### config.mk
export PLATFORM = sky130hd
export DESIGN_NAME = timer_gate_control
export DESIGN_NICKNAME = d
export VERILOG_FILES = /design/src/hw/timer_gate_pkg.sv /design/src/hw/gate_front_if.sv /design/src/hw/gate_front.sv /design/src/hw/timer_gate_control.sv
export VERILOG_INCLUDE_DIRS = /design/src /design/src/hw
export SDC_FILE = /design/constraint.sdc
export NUM_CORES = 1
export LEC_CHECK = 0
export BUFFER_PORTS_ARGS = -buffer_cell sky130_fd_sc_hd__buf_2
export CELL_PAD_IN_SITES_DETAIL_PLACEMENT = 0
export CELL_PAD_IN_SITES_GLOBAL_PLACEMENT = 2
export CORE_MARGIN = 2
export CORE_UTILIZATION = 27
export CTS_CLUSTER_SIZE = 30
export DETAILED_ROUTE_END_ITERATION = 10
export PLACE_DENSITY = 0.72
export SYNTH_ARGS = -nofsm -noshare
export SYNTH_HDL_FRONTEND = slang
export SYNTH_SLANG_ARGS = --single-unit
### constraint.sdc
create_clock -name clk -period 1.47 [get_ports clk]
set_input_delay 0.3675 -clock clk [delete_from_list [all_inputs] [get_ports clk]]
set_output_delay 0.3675 -clock clk [all_outputs]
set_load 0.1 [all_outputs]
### src/hw/timer_gate_defs.svh
// Constants for the timer gate control block: offsets, bit positions,
// source codes and reset values.
// Assumes inclusion by bare name from every file that needs them.
`ifndef TIMER_GATE_DEFS_SVH
`define TIMER_GATE_DEFS_SVH

// ==========================================================
// Register offsets (byte addresses, one word each)
`define TG_OFS_CTRL   8'h00
`define TG_OFS_GATE   8'h04
`define TG_OFS_STAT   8'h08
`define TG_OFS_CLR    8'h0c
`define TG_OFS_IEN    8'h10

// ==========================================================
// Bit positions
`define TG_BIT_RUN      0
`define TG_BIT_GE       7
`define TG_BIT_POL      6
`define TG_BIT_GTM      5
`define TG_BIT_SPM      4
`define TG_BIT_GO       3
`define TG_BIT_GATE_LEVEL_STATUS     2
`define TG_BIT_GSS_MSB  1
`define TG_BIT_GSS_LSB  0
`define TG_BIT_FLAG     0

// ==========================================================
// Gate source codes
`define TG_GSS_PIN    2'h0
`define TG_GSS_OVF    2'h1
`define TG_GSS_CMPA   2'h2
`define TG_GSS_CMPB   2'h3

// ==========================================================
// Reset and idle values
`define TG_BYTE_ZERO  8'h00

`endif

### src/hw/timer_gate_pkg.sv
// Types shared by the timer gate control block.
// Assumes the constants header is included by the files that use bits.
package timer_gate_pkg;

    // ==========================================================
    // Single-pulse phase
    typedef enum logic {
        SP_IDLE,
        SP_OPEN
    } sp_phase_e;

    // ==========================================================
    // Front end state: gate history and toggle flip-flop
    typedef struct packed {
        logic prevPolar;
        logic toggleFf;
    } front_state_s;

    // ==========================================================
    // Control state of the top module
    typedef struct packed {
        logic       counterRunBit;
        logic       gateEnable;
        logic       gatePolarity;
        logic       gateToggleMode;
        logic       gateSinglePulseMode;
        logic       singlePulseAcquireStatus;
        logic [1:0] gateSourceSelect;
        sp_phase_e  phase;
        logic       prevMid;
        logic       gateEventFlag;
        logic       gateEventIrqEnable;
        logic       gateLevel;
        logic       countEnable;
        logic       irq;
        logic [7:0] rdData;
    } ctrl_state_s;

endpackage : timer_gate_pkg

### src/hw/gate_front_if.sv
// Interface between the gate controller and its front end.
// Assumes both ends share one clock.
`timescale 1ns/1ps
interface gate_front_if;
    logic [1:0] gateSourceSelect;
    logic       gatePolarity;
    logic       gateToggleMode;
    logic       counterRunBit;
    logic       gateMid;

    modport ctl (
        output gateSourceSelect,
        output gatePolarity,
        output gateToggleMode,
        output counterRunBit,
        input  gateMid
    );
    modport front (
        input  gateSourceSelect,
        input  gatePolarity,
        input  gateToggleMode,
        input  counterRunBit,
        output gateMid
    );
endinterface : gate_front_if

### src/hw/gate_front.sv
// Gate front end: source select, polarity and toggle flip-flop.
// Assumes gate sources are synchronous to clk.
`timescale 1ns/1ps
`include "timer_gate_defs.svh"
module gate_front
    import timer_gate_pkg::*;
(
    input  wire logic       clk,
    input  wire logic       rst_n,
    input  wire logic       gatePin,
    input  wire logic       otherTimerOverflow,
    input  wire logic       comparatorASyncedOutput,
    input  wire logic       comparatorBSyncedOutput,
    gate_front_if.front     fe
);

    front_state_s r;
    front_state_s n;
    logic         selGate;
    logic         polar;
    logic         rise;

    // ==========================================================
    // Select, polarise and toggle
    always_comb begin
        n = r;
        case (fe.gateSourceSelect)
            `TG_GSS_PIN:  selGate = gatePin;
            `TG_GSS_OVF:  selGate = otherTimerOverflow;
            `TG_GSS_CMPA: selGate = comparatorASyncedOutput;
            default:      selGate = comparatorBSyncedOutput;
        endcase
        // Active level mapped to one so later stages see one sense
        polar = fe.gatePolarity ? selGate : ~selGate;
        rise  = polar & ~r.prevPolar;
        n.prevPolar = polar;
        if (!fe.counterRunBit || !fe.gateToggleMode) begin
            n.toggleFf = 1'b0;
        end else if (rise) begin
            n.toggleFf = ~r.toggleFf;
        end
        // Toggle flip-flop replaces the gate only in toggle mode
        fe.gateMid = fe.gateToggleMode ? r.toggleFf : polar;
    end

    // ==========================================================
    // State register
    always_ff @(posedge clk) begin
        if (!rst_n) begin
            r <= '0;
        end else begin
            r <= n;
        end
    end

    // ==========================================================
    // Checks
    property p_toggle_flip;
        @(posedge clk) disable iff (!rst_n)
        (fe.counterRunBit && fe.gateToggleMode && rise)
            |=> (r.toggleFf != $past(r.toggleFf));
    endproperty
    a_toggle_flip: assert property (p_toggle_flip)
        else $error("toggle flip-flop missed a gate edge");

    property p_toggle_clear_mode;
        @(posedge clk) disable iff (!rst_n)
        !fe.gateToggleMode |=> !r.toggleFf;
    endproperty
    a_toggle_clear_mode: assert property (p_toggle_clear_mode)
        else $error("toggle flip-flop set with toggle mode off");

    property p_toggle_clear_run;
        @(posedge clk) disable iff (!rst_n)
        !fe.counterRunBit |=> !r.toggleFf;
    endproperty
    a_toggle_clear_run: assert property (p_toggle_clear_run)
        else $error("toggle flip-flop set while stopped");

endmodule : gate_front

### src/hw/timer_gate_control.sv
// Gate control for a 16-bit timer: register port, single-pulse
// acquisition, gate event interrupt and the count enable.
// Assumes a simple strobe register port and sources synchronous to clk.
//
// Decided for this implementation: the strobed register port and the address map.
`timescale 1ns/1ps
`include "timer_gate_defs.svh"
module timer_gate_control
    import timer_gate_pkg::*;
(
    input  wire logic       clk,
    input  wire logic       rst_n,
    input  wire logic [7:0] addr,
    input  wire logic [7:0] wrData,
    input  wire logic       wrStb,
    input  wire logic       rdStb,
    output logic      [7:0] rdData,
    input  wire logic       gatePin,
    input  wire logic       otherTimerOverflow,
    input  wire logic       comparatorASyncedOutput,
    input  wire logic       comparatorBSyncedOutput,
    output logic            countEnable,
    output logic            irq
);

    ctrl_state_s  r;
    ctrl_state_s  n;
    gate_front_if fe ();
    logic         spRise;
    logic         spDone;
    logic         gateEff;
    logic         wrGate;
    logic         armReq;

    // ==========================================================
    // Address decode used by both read and write paths
    function automatic logic hit(input logic [7:0] a,
                                 input logic [7:0] ofs);
        hit = (a == ofs);
    endfunction : hit

    // ==========================================================
    // Front end
    assign fe.gateSourceSelect = r.gateSourceSelect;
    assign fe.gatePolarity     = r.gatePolarity;
    assign fe.gateToggleMode   = r.gateToggleMode;
    assign fe.counterRunBit    = r.counterRunBit;

    gate_front u_front (
        .clk                     (clk),
        .rst_n                   (rst_n),
        .gatePin                 (gatePin),
        .otherTimerOverflow      (otherTimerOverflow),
        .comparatorASyncedOutput (comparatorASyncedOutput),
        .comparatorBSyncedOutput (comparatorBSyncedOutput),
        .fe                      (fe.front)
    );

    // ==========================================================
    // Next state
    always_comb begin
        n      = r;
        spDone = 1'b0;
        wrGate = wrStb && hit(addr, `TG_OFS_GATE);
        // Arming is honoured only when the same write keeps the mode on
        armReq = wrGate && wrData[`TG_BIT_GO] && wrData[`TG_BIT_SPM];

        // Configuration writes
        if (wrStb && hit(addr, `TG_OFS_CTRL)) begin
            n.counterRunBit = wrData[`TG_BIT_RUN];
        end
        if (wrGate) begin
            n.gateEnable          = wrData[`TG_BIT_GE];
            n.gatePolarity        = wrData[`TG_BIT_POL];
            n.gateToggleMode      = wrData[`TG_BIT_GTM];
            n.gateSinglePulseMode = wrData[`TG_BIT_SPM];
            n.gateSourceSelect    =
                wrData[`TG_BIT_GSS_MSB:`TG_BIT_GSS_LSB];
        end
        if (wrStb && hit(addr, `TG_OFS_IEN)) begin
            n.gateEventIrqEnable = wrData[`TG_BIT_FLAG];
        end

        // Single-pulse acquisition waits for a rising gate edge
        spRise    = fe.gateMid & ~r.prevMid;
        n.prevMid = fe.gateMid;
        case (r.phase)
            SP_IDLE: begin
                if (r.singlePulseAcquireStatus && spRise) begin
                    n.phase = SP_OPEN;
                end
            end
            SP_OPEN: begin
                if (!fe.gateMid) begin
                    n.phase                    = SP_IDLE;
                    n.singlePulseAcquireStatus = 1'b0;
                    spDone                     = 1'b1;
                end
            end
            default: n.phase = SP_IDLE;
        endcase

        // Software abort, then re-arm; a re-arm beats a completion
        if (wrGate && !wrData[`TG_BIT_GO]) begin
            n.singlePulseAcquireStatus = 1'b0;
            n.phase                    = SP_IDLE;
        end
        if (armReq) begin
            n.singlePulseAcquireStatus = 1'b1;
            n.phase                    = SP_IDLE;
        end
        if (!n.gateSinglePulseMode) begin
            n.singlePulseAcquireStatus = 1'b0;
            n.phase                    = SP_IDLE;
        end

        // Event flag: a set in the clearing cycle survives
        if (wrStb && hit(addr, `TG_OFS_CLR) && wrData[`TG_BIT_FLAG]) begin
            n.gateEventFlag = 1'b0;
        end
        if (spDone) begin
            n.gateEventFlag = 1'b1;
        end

        // Effective gate: in single-pulse mode only the admitted interval
        if (r.gateSinglePulseMode) begin
            gateEff = r.singlePulseAcquireStatus & fe.gateMid
                      & ((r.phase == SP_OPEN) | spRise);
        end else begin
            gateEff = fe.gateMid;
        end
        n.gateLevel   = gateEff;
        n.countEnable = r.counterRunBit
                        & (~r.gateEnable | gateEff);
        n.irq         = r.gateEventFlag & r.gateEventIrqEnable;

        // Read data stand for one cycle only; unmapped reads give zero
        n.rdData = `TG_BYTE_ZERO;
        if (rdStb) begin
            if (hit(addr, `TG_OFS_CTRL)) begin
                n.rdData[`TG_BIT_RUN] = r.counterRunBit;
            end else if (hit(addr, `TG_OFS_GATE)) begin
                n.rdData[`TG_BIT_GE]   = r.gateEnable;
                n.rdData[`TG_BIT_POL]  = r.gatePolarity;
                n.rdData[`TG_BIT_GTM]  = r.gateToggleMode;
                n.rdData[`TG_BIT_SPM]  = r.gateSinglePulseMode;
                n.rdData[`TG_BIT_GO]   = r.singlePulseAcquireStatus;
                n.rdData[`TG_BIT_GATE_LEVEL_STATUS] = r.gateLevel;
                n.rdData[`TG_BIT_GSS_MSB:`TG_BIT_GSS_LSB] =
                    r.gateSourceSelect;
            end else if (hit(addr, `TG_OFS_STAT)) begin
                n.rdData[`TG_BIT_FLAG] = r.gateEventFlag;
            end else if (hit(addr, `TG_OFS_IEN)) begin
                n.rdData[`TG_BIT_FLAG] = r.gateEventIrqEnable;
            end
        end
    end

    // ==========================================================
    // State register, synchronous reset
    always_ff @(posedge clk) begin
        if (!rst_n) begin
            r <= '0;
        end else begin
            r <= n;
        end
    end

    // Outputs straight from flip-flops
    assign rdData      = r.rdData;
    assign countEnable = r.countEnable;
    assign irq         = r.irq;

    // ==========================================================
    // Checks
    property p_stop_blocks;
        @(posedge clk) disable iff (!rst_n)
        !r.counterRunBit |=> !countEnable;
    endproperty
    a_stop_blocks: assert property (p_stop_blocks)
        else $error("counting while stopped");

    property p_free_count;
        @(posedge clk) disable iff (!rst_n)
        (r.counterRunBit && !r.gateEnable) |=> countEnable;
    endproperty
    a_free_count: assert property (p_free_count)
        else $error("ungated timer not counting");

    property p_pol_high;
        @(posedge clk) disable iff (!rst_n)
        (r.counterRunBit && r.gateEnable && r.gatePolarity
         && !r.gateToggleMode && !r.gateSinglePulseMode
         && r.gateSourceSelect == `TG_GSS_PIN && gatePin) |=> countEnable;
    endproperty
    a_pol_high: assert property (p_pol_high)
        else $error("active-high gate did not count");

    property p_pol_low;
        @(posedge clk) disable iff (!rst_n)
        (r.counterRunBit && r.gateEnable && !r.gatePolarity
         && !r.gateToggleMode && !r.gateSinglePulseMode
         && r.gateSourceSelect == `TG_GSS_CMPA
         && comparatorASyncedOutput) |=> !countEnable;
    endproperty
    a_pol_low: assert property (p_pol_low)
        else $error("active-low gate counted while high");

    property p_pulse_done;
        @(posedge clk) disable iff (!rst_n)
        (r.phase == SP_OPEN && !fe.gateMid && !wrGate)
            |=> (!r.singlePulseAcquireStatus && r.gateEventFlag);
    endproperty
    a_pulse_done: assert property (p_pulse_done)
        else $error("pulse end did not clear status and set flag");

    property p_pulse_block;
        @(posedge clk) disable iff (!rst_n)
        (r.gateSinglePulseMode && !r.singlePulseAcquireStatus)
            |=> !r.gateLevel;
    endproperty
    a_pulse_block: assert property (p_pulse_block)
        else $error("gate admitted without arming");

    property p_arm_status;
        @(posedge clk) disable iff (!rst_n)
        armReq |=> r.singlePulseAcquireStatus;
    endproperty
    a_arm_status: assert property (p_arm_status)
        else $error("arming did not set acquisition status");

    property p_irq_level;
        @(posedge clk) disable iff (!rst_n)
        (r.gateEventFlag && r.gateEventIrqEnable) |=> irq;
    endproperty
    a_irq_level: assert property (p_irq_level)
        else $error("enabled event did not raise interrupt");

    property p_flag_sticky;
        @(posedge clk) disable iff (!rst_n)
        (r.gateEventFlag && !(wrStb && hit(addr, `TG_OFS_CLR)))
            |=> r.gateEventFlag;
    endproperty
    a_flag_sticky: assert property (p_flag_sticky)
        else $error("event flag lost without a clear");

    // Gate level status must track the gate whatever gate enable says
    property p_level_free;
        @(posedge clk) disable iff (!rst_n)
        !r.gateSinglePulseMode |=> (r.gateLevel == $past(fe.gateMid));
    endproperty
    a_level_free: assert property (p_level_free)
        else $error("gate level status ignores the gate");

    property p_ce_gated;
        @(posedge clk) disable iff (!rst_n)
        (r.counterRunBit && r.gateEnable && !gateEff) |=> !countEnable;
    endproperty
    a_ce_gated: assert property (p_ce_gated)
        else $error("gated timer counted with the gate inactive");

    property p_spm_off_idle;
        @(posedge clk) disable iff (!rst_n)
        !r.gateSinglePulseMode
            |-> (r.phase == SP_IDLE && !r.singlePulseAcquireStatus);
    endproperty
    a_spm_off_idle: assert property (p_spm_off_idle)
        else $error("acquisition active with single-pulse mode off");

    property p_arm_refused;
        @(posedge clk) disable iff (!rst_n)
        (wrGate && wrData[`TG_BIT_GO] && !wrData[`TG_BIT_SPM])
            |=> !r.singlePulseAcquireStatus;
    endproperty
    a_arm_refused: assert property (p_arm_refused)
        else $error("arming accepted with single-pulse mode off");

    property p_open_armed;
        @(posedge clk) disable iff (!rst_n)
        (r.phase == SP_OPEN) |-> r.singlePulseAcquireStatus;
    endproperty
    a_open_armed: assert property (p_open_armed)
        else $error("admitted interval without acquisition status");

    // A pulse end in the clearing cycle must leave the flag set
    property p_flag_set_wins;
        @(posedge clk) disable iff (!rst_n)
        spDone |=> r.gateEventFlag;
    endproperty
    a_flag_set_wins: assert property (p_flag_set_wins)
        else $error("pulse end lost against a flag clear");

    property p_flag_clear;
        @(posedge clk) disable iff (!rst_n)
        (wrStb && hit(addr, `TG_OFS_CLR) && wrData[`TG_BIT_FLAG]
         && !spDone) |=> !r.gateEventFlag;
    endproperty
    a_flag_clear: assert property (p_flag_clear)
        else $error("event flag survived a clear");

    property p_irq_off;
        @(posedge clk) disable iff (!rst_n)
        !(r.gateEventFlag && r.gateEventIrqEnable) |=> !irq;
    endproperty
    a_irq_off: assert property (p_irq_off)
        else $error("interrupt raised without an enabled event");

endmodule : timer_gate_control

Yosys cells after proc, flatten, opt, wreduce, memory -nomap -nowiden --
Index checks and enable logic that the tools add are counted.
Word-level totals: bits in registers 25, bits of input ports 24, output and inout port bits 10, logic and storage cells 86
Cells by class: equal/unequal tests 7, muxes and demuxes 20, bitwise gates (word level) 18, reduce and logical (&&, ||, !) cells 23
Operators with widths (number):
- $mux W1 | 18
- $eq A8 B4 Y1 const B | 2
- $not A1 Y1 | 10
- $logic_and A1 B1 Y1 | 9
- $eq A8 B3 Y1 const B | 1
- $eq A8 B5 Y1 const B | 1
- $logic_not A8 Y1 | 1
- $reduce_or A4 Y1 | 2
- $and A1 B1 Y1 | 6
- $reduce_and A2 Y1 | 3
- $logic_not A1 Y1 | 3
- $ne A3 B1 Y1 const B | 1
- $pmux W1 S3 | 1
- $reduce_bool A3 Y1 | 1
- $eq A2 B1 Y1 const B | 1
- $eq A2 B2 Y1 const B | 1
- $logic_not A2 Y1 | 1
- $or A1 B1 Y1 | 2
- $pmux W1 S2 | 1
- $reduce_bool A2 Y1 | 1
- $reduce_or A2 Y1 | 1
- $logic_or A1 B1 Y1 | 1

Depth between registers and ports, before layout --
depth after elaboration 11, mapped depth 5, gate-level depth less buffers 4

Cells and area by module --
Synthesis repeated with hierarchy kept, for this count alone.
Unflattened totals: cells, all modules 116, area, all modules 1158.6 µm²
Modules (own cells, without submodules):
- timer_gate_control | times used 1, cells an instance 99, area each 1002.2 µm², sequential area each 460.4 µm²
- gate_front | times used 1, cells an instance 17, area each 156.4 µm², sequential area each 40.0 µm²

Worst setup path after synthesis --
Ideal clock, no wire load.
path type register to register, start reg r (netlist bit fe.gateSourceSelect[0]), end reg r[17] (netlist bit), setup time 0.122 ns, arrival 1.404 ns, data required time 1.348 ns, setup slack -0.056 ns, stages on the path, launching flop included 5, buffers on the path 0, clock period less this slack 1.526 ns, cells stage by stage dfxtp_1 mux4_2 xnor2_4 a211oi_2 o22ai_1
Between the ends: longest elaborated chain between the ends 7, elaborated cells on any way between the ends 9, those cells by class 3 x eq/ne; 3 x mux; 1 x bitwise; 2 x reduce/logical
RTL lines:
- from (decl) | line timer_gate_control.sv:26 | ctrl_state_s r;
- from (signal assigned) | line timer_gate_control.sv:165 | r <= n;
- $eq A2 B2 Y1 (tied with other cells) | line gate_front.sv:27 | case (fe.gateSourceSelect)
- $pmux W1 S3 * | line gate_front.sv:27
- $not A1 Y1 | line gate_front.sv:34 | polar = fe.gatePolarity ? selGate : ~selGate;
- $mux W1 * | line gate_front.sv:34
- $mux W1 * | line gate_front.sv:43 | fe.gateMid = fe.gateToggleMode ? r.toggleFf : polar;
- $ne A3 B1 Y1 (no line) *
- $reduce_and A2 Y1 (no line) *
Every way passes the cells marked *; elsewhere a longest branch is shown, timed or not. A chain may end at the register's enable or synchronous reset.

Worst setup path in the final report --
start reg r (netlist bit fe.gateSourceSelect[0]), end reg u_front.r[0] (netlist bit)
Between the ends: longest elaborated chain between the ends 5, elaborated cells on any way between the ends 7, those cells by class 2 x eq/ne; 2 x mux; 2 x bitwise; 1 x reduce/logical
RTL lines:
- $eq A2 B2 Y1 (tied with other cells) | line gate_front.sv:27
- $pmux W1 S3 * | line gate_front.sv:27
- $not A1 Y1 | line gate_front.sv:34
- $mux W1 * | line gate_front.sv:34
- $and A1 B1 Y1 * | line gate_front.sv:35 | rise = polar & ~r.prevPolar;
- to (signal assigned) | line gate_front.sv:52 | r <= n;
- to (decl) | line gate_front.sv:17 | front_state_s r;
Marks and branches as above.

==> summary.txt <==
Final layout
  • Antenna diodes: 0
  • Fill cell count: 441
  • Finished Layout Cells: 194
  • Seq. cell area: 502 um^2
  • Multi-input logic area: 546 um^2
  • Layout area overhead: 22.0%
  • Layout cells sized above 1: 0.382
  • Nets: 169
  • Cell area after layout: 1390 um^2

Critical path
  • CP Launch Type: flop
  • WP data arrival: 1740 ps
  • Worst path bufs/invs: 0
  • CP Class: flop to flop
  • CP max FO: 5
  • Worst path required time: 1670 ps
  • CP delay by family, top: multiplexers
  • Slowest cell delay on critical path: 560 ps
  • Worst path slowest cell: mux4_2
  • Setup crit end kind: flop
  • Critical path, cell by cell: mux4_2, xnor2_4, and2b_1, mux2i_1

Global routing
  • Vias in the first global route: 820
  • Largest net degree at the start of global routing: 14
  • Grt total ovfl: 0
  • Total routing usage reported by global routing: 0.105
  • First-pass GRT wire length: 3590 um
  • Initial antenna violation count: 0

Synthesis
  • Post-synth EDFFs: 0
  • Top cell type's share of synthesized area: 0.439
  • Seq/Total Area, Yosys: 0.439
  • Ys async rst share: 0
  • Synth warn: 0
  • Synth Register Bits: 25
  • Ys flop type: dfxtp_1
  • Mapped cell area: 1140 um^2
  • Area leader, netlist: dfxtp_1
  • Most numerous cell in the Yosys netlist: dfxtp_1
  • Cell variety after synth: 36
  • Most frequent cells after synthesis: dfxtp_1, mux2i_1, nor2b_1, buf_4, nand2_1
  • Synth top area cells: dfxtp_1, mux2i_1, buf_4
  • Syn nets: 135
  • Synthesized netlist cell count: 111
  • Syn Area/Cell: 10.3 um^2

Floorplanning
  • IO Count: 34
  • Core box area: 4030 um^2
  • Initial core utilization: 0.283
  • Die Height: 69.0 um
  • DIE AREA: 4760 um^2
  • Die W: 69.0 um
  • Row count: 23

Timing
  • Achievable frequency: 650 MHz
  • Final min period: 1540 ps
  • Final worst path period share: 1.05
  • Min setup slack post-route: -69.3 ps
  • Slew margin rel.: 0.677
  • Setup-failing EPs final: 3
  • Final Hold Violating Endpoints: 0
  • Worst Clk Skew: 0.755 ps
  • Final Max Slew Viols: 0
  • RSZ-0062 raised after global routing: true
  • Least-Margin Pin Slew: 487 ps

Detailed routing
  • Initial DRC Count: 21
  • Routed WL: 2280 um
  • Number of vias per cell: 4.39
  • Router iterations before antenna repair: 3
  • DR WL/cell: 11.7 um
  • Via count: 851
  • Number of remaining DRC errors: 0
  • ANT nets after route: 0

Placed design
  • Placed cell area: 1350 um^2
  • HPWL Detailed: 1790 um
  • Port bufs: 32
  • Cells after DPL: 190
  • GPL Wtd Cong: 0.763

Flow run
  • MaxCap Viol Count: 0

Clocking
  • Clock sinks: 25
  • H-tree depth: 1
  • Post-cts resize count: 0
  • CTS tree: yes
  • Hold_buf cts: 0
  • Total CTS buffers: 3
  • CTS max path bufs: 2
  • Clock Latency Late Sink: 260 ps
  • Worst-path clk slew: 80 ps
  • Clock Tree Root: clkbuf_8

Power
  • Leakage power: 0.628 nW
  • Pwr dens: 845 nW/um^2
  • Maximum VDD drop: 0.000302 V

Status
  • Violated checks: negative setup slack
  • Status: finished, violations left

Worst hold path
  • Hold crit path type: primary input to flop
worst paths after layout:
check	from	to	slack (ps)	cells past startpoint
min	rdStb	rdData[0]	350	3
min reg2reg	r[10]	rdData[2]	430	1
max	fe.gateSourceSelect[0]	u_front.r[0]	-70	4
max reg2reg	fe.gateSourceSelect[0]	u_front.r[0]	-70	4
cells by family (layout without fill, tap and decap cells):
group | after synthesis | in the layout | synth area share
and+or+nand+nor | 48 | 48 | 0.272
DFF | 25 | 25 | 0.439
buffers and inverters | 15 | 48 | 0.0823
AOI/OAI and AO/OA | 11 | 11 | 0.0746
muxes | 11 | 11 | 0.108
xor gates and xnor gates | 1 | 1 | 0.0242
tightest hold or removal path, delay by kind of cell:
family                 cells  cell delay, ps
buffers and inverters      1             110
and+or+nand+nor            2             100
state kept, by name (all words and copies together), names as in the netlist:
name                 cells
countEnable              1
fe.counterRunBit         1
fe.gatePolarity          1
fe.gateSourceSelect      2
fe.gateToggleMode        1
irq                      1
r                        8
rdData                   8
u_front.r                2
power by group:
group          switching [mW]  total (mW)  leakage, nW  internal (mW)
registers             0.00138       0.683        0.203          0.681
logic                  0.0440      0.0943        0.402         0.0503
clock network           0.204       0.398       0.0228          0.193
total                   0.250        1.17        0.628          0.925
layout by cell type (no fill, tap or decap), drive strengths merged, types with 3 or more instances in the layout:
master and count:
nand4 4, clkbuf 4, mux2i 10, a21oi 5, dfxtp 25, nand2 6, nand3 3, inv 4
nor2 3, nor4 3, nor2b 10, and2 6, buf 40
stage by stage:
stage | setup TNS (ps) | utilization | power, mW | hold slack [ps] | worst slack (ps)
global placement | -1350 | 0.334 | 0.793 | 413 | -176
global route | -690 | 0.345 | 1.23 | 364 | -168
CTS | -276 | 0.345 | 1.20 | 342 | -90.0
detailed placement | -1480 | 0.334 | 0.795 | 415 | -181
floorplan | -74.6 | - | 0.745 | 406 | -36.4
finish | -192 | 0.345 | 1.17 | 348 | -69.3
final cells by class:
type | instances | share of cell area
tap | 50 | 0.0450
multi-input combinational | 71 | 0.392
inverter | 4 | 0.0108
sequential | 25 | 0.361
timing repair buffer | 40 | 0.158
clock buffer | 4 | 0.0324
timing repair:
action	4_1_cts	5_1_grt
pin swaps	5	0
cloned	0	0
setup buffers	0	0
endpoints found under the setup margin	7	7
per-layer routing:
layer  track usage  wire length [um]  vias up
li1              -                 -      448
met1         0.117               997      394
met2         0.185              1190        7
met3        0.0195                51        2
met4        0.0588                34        0
met5             0                 0        -
No activity file was read; power rests on OpenSTA's default activity.
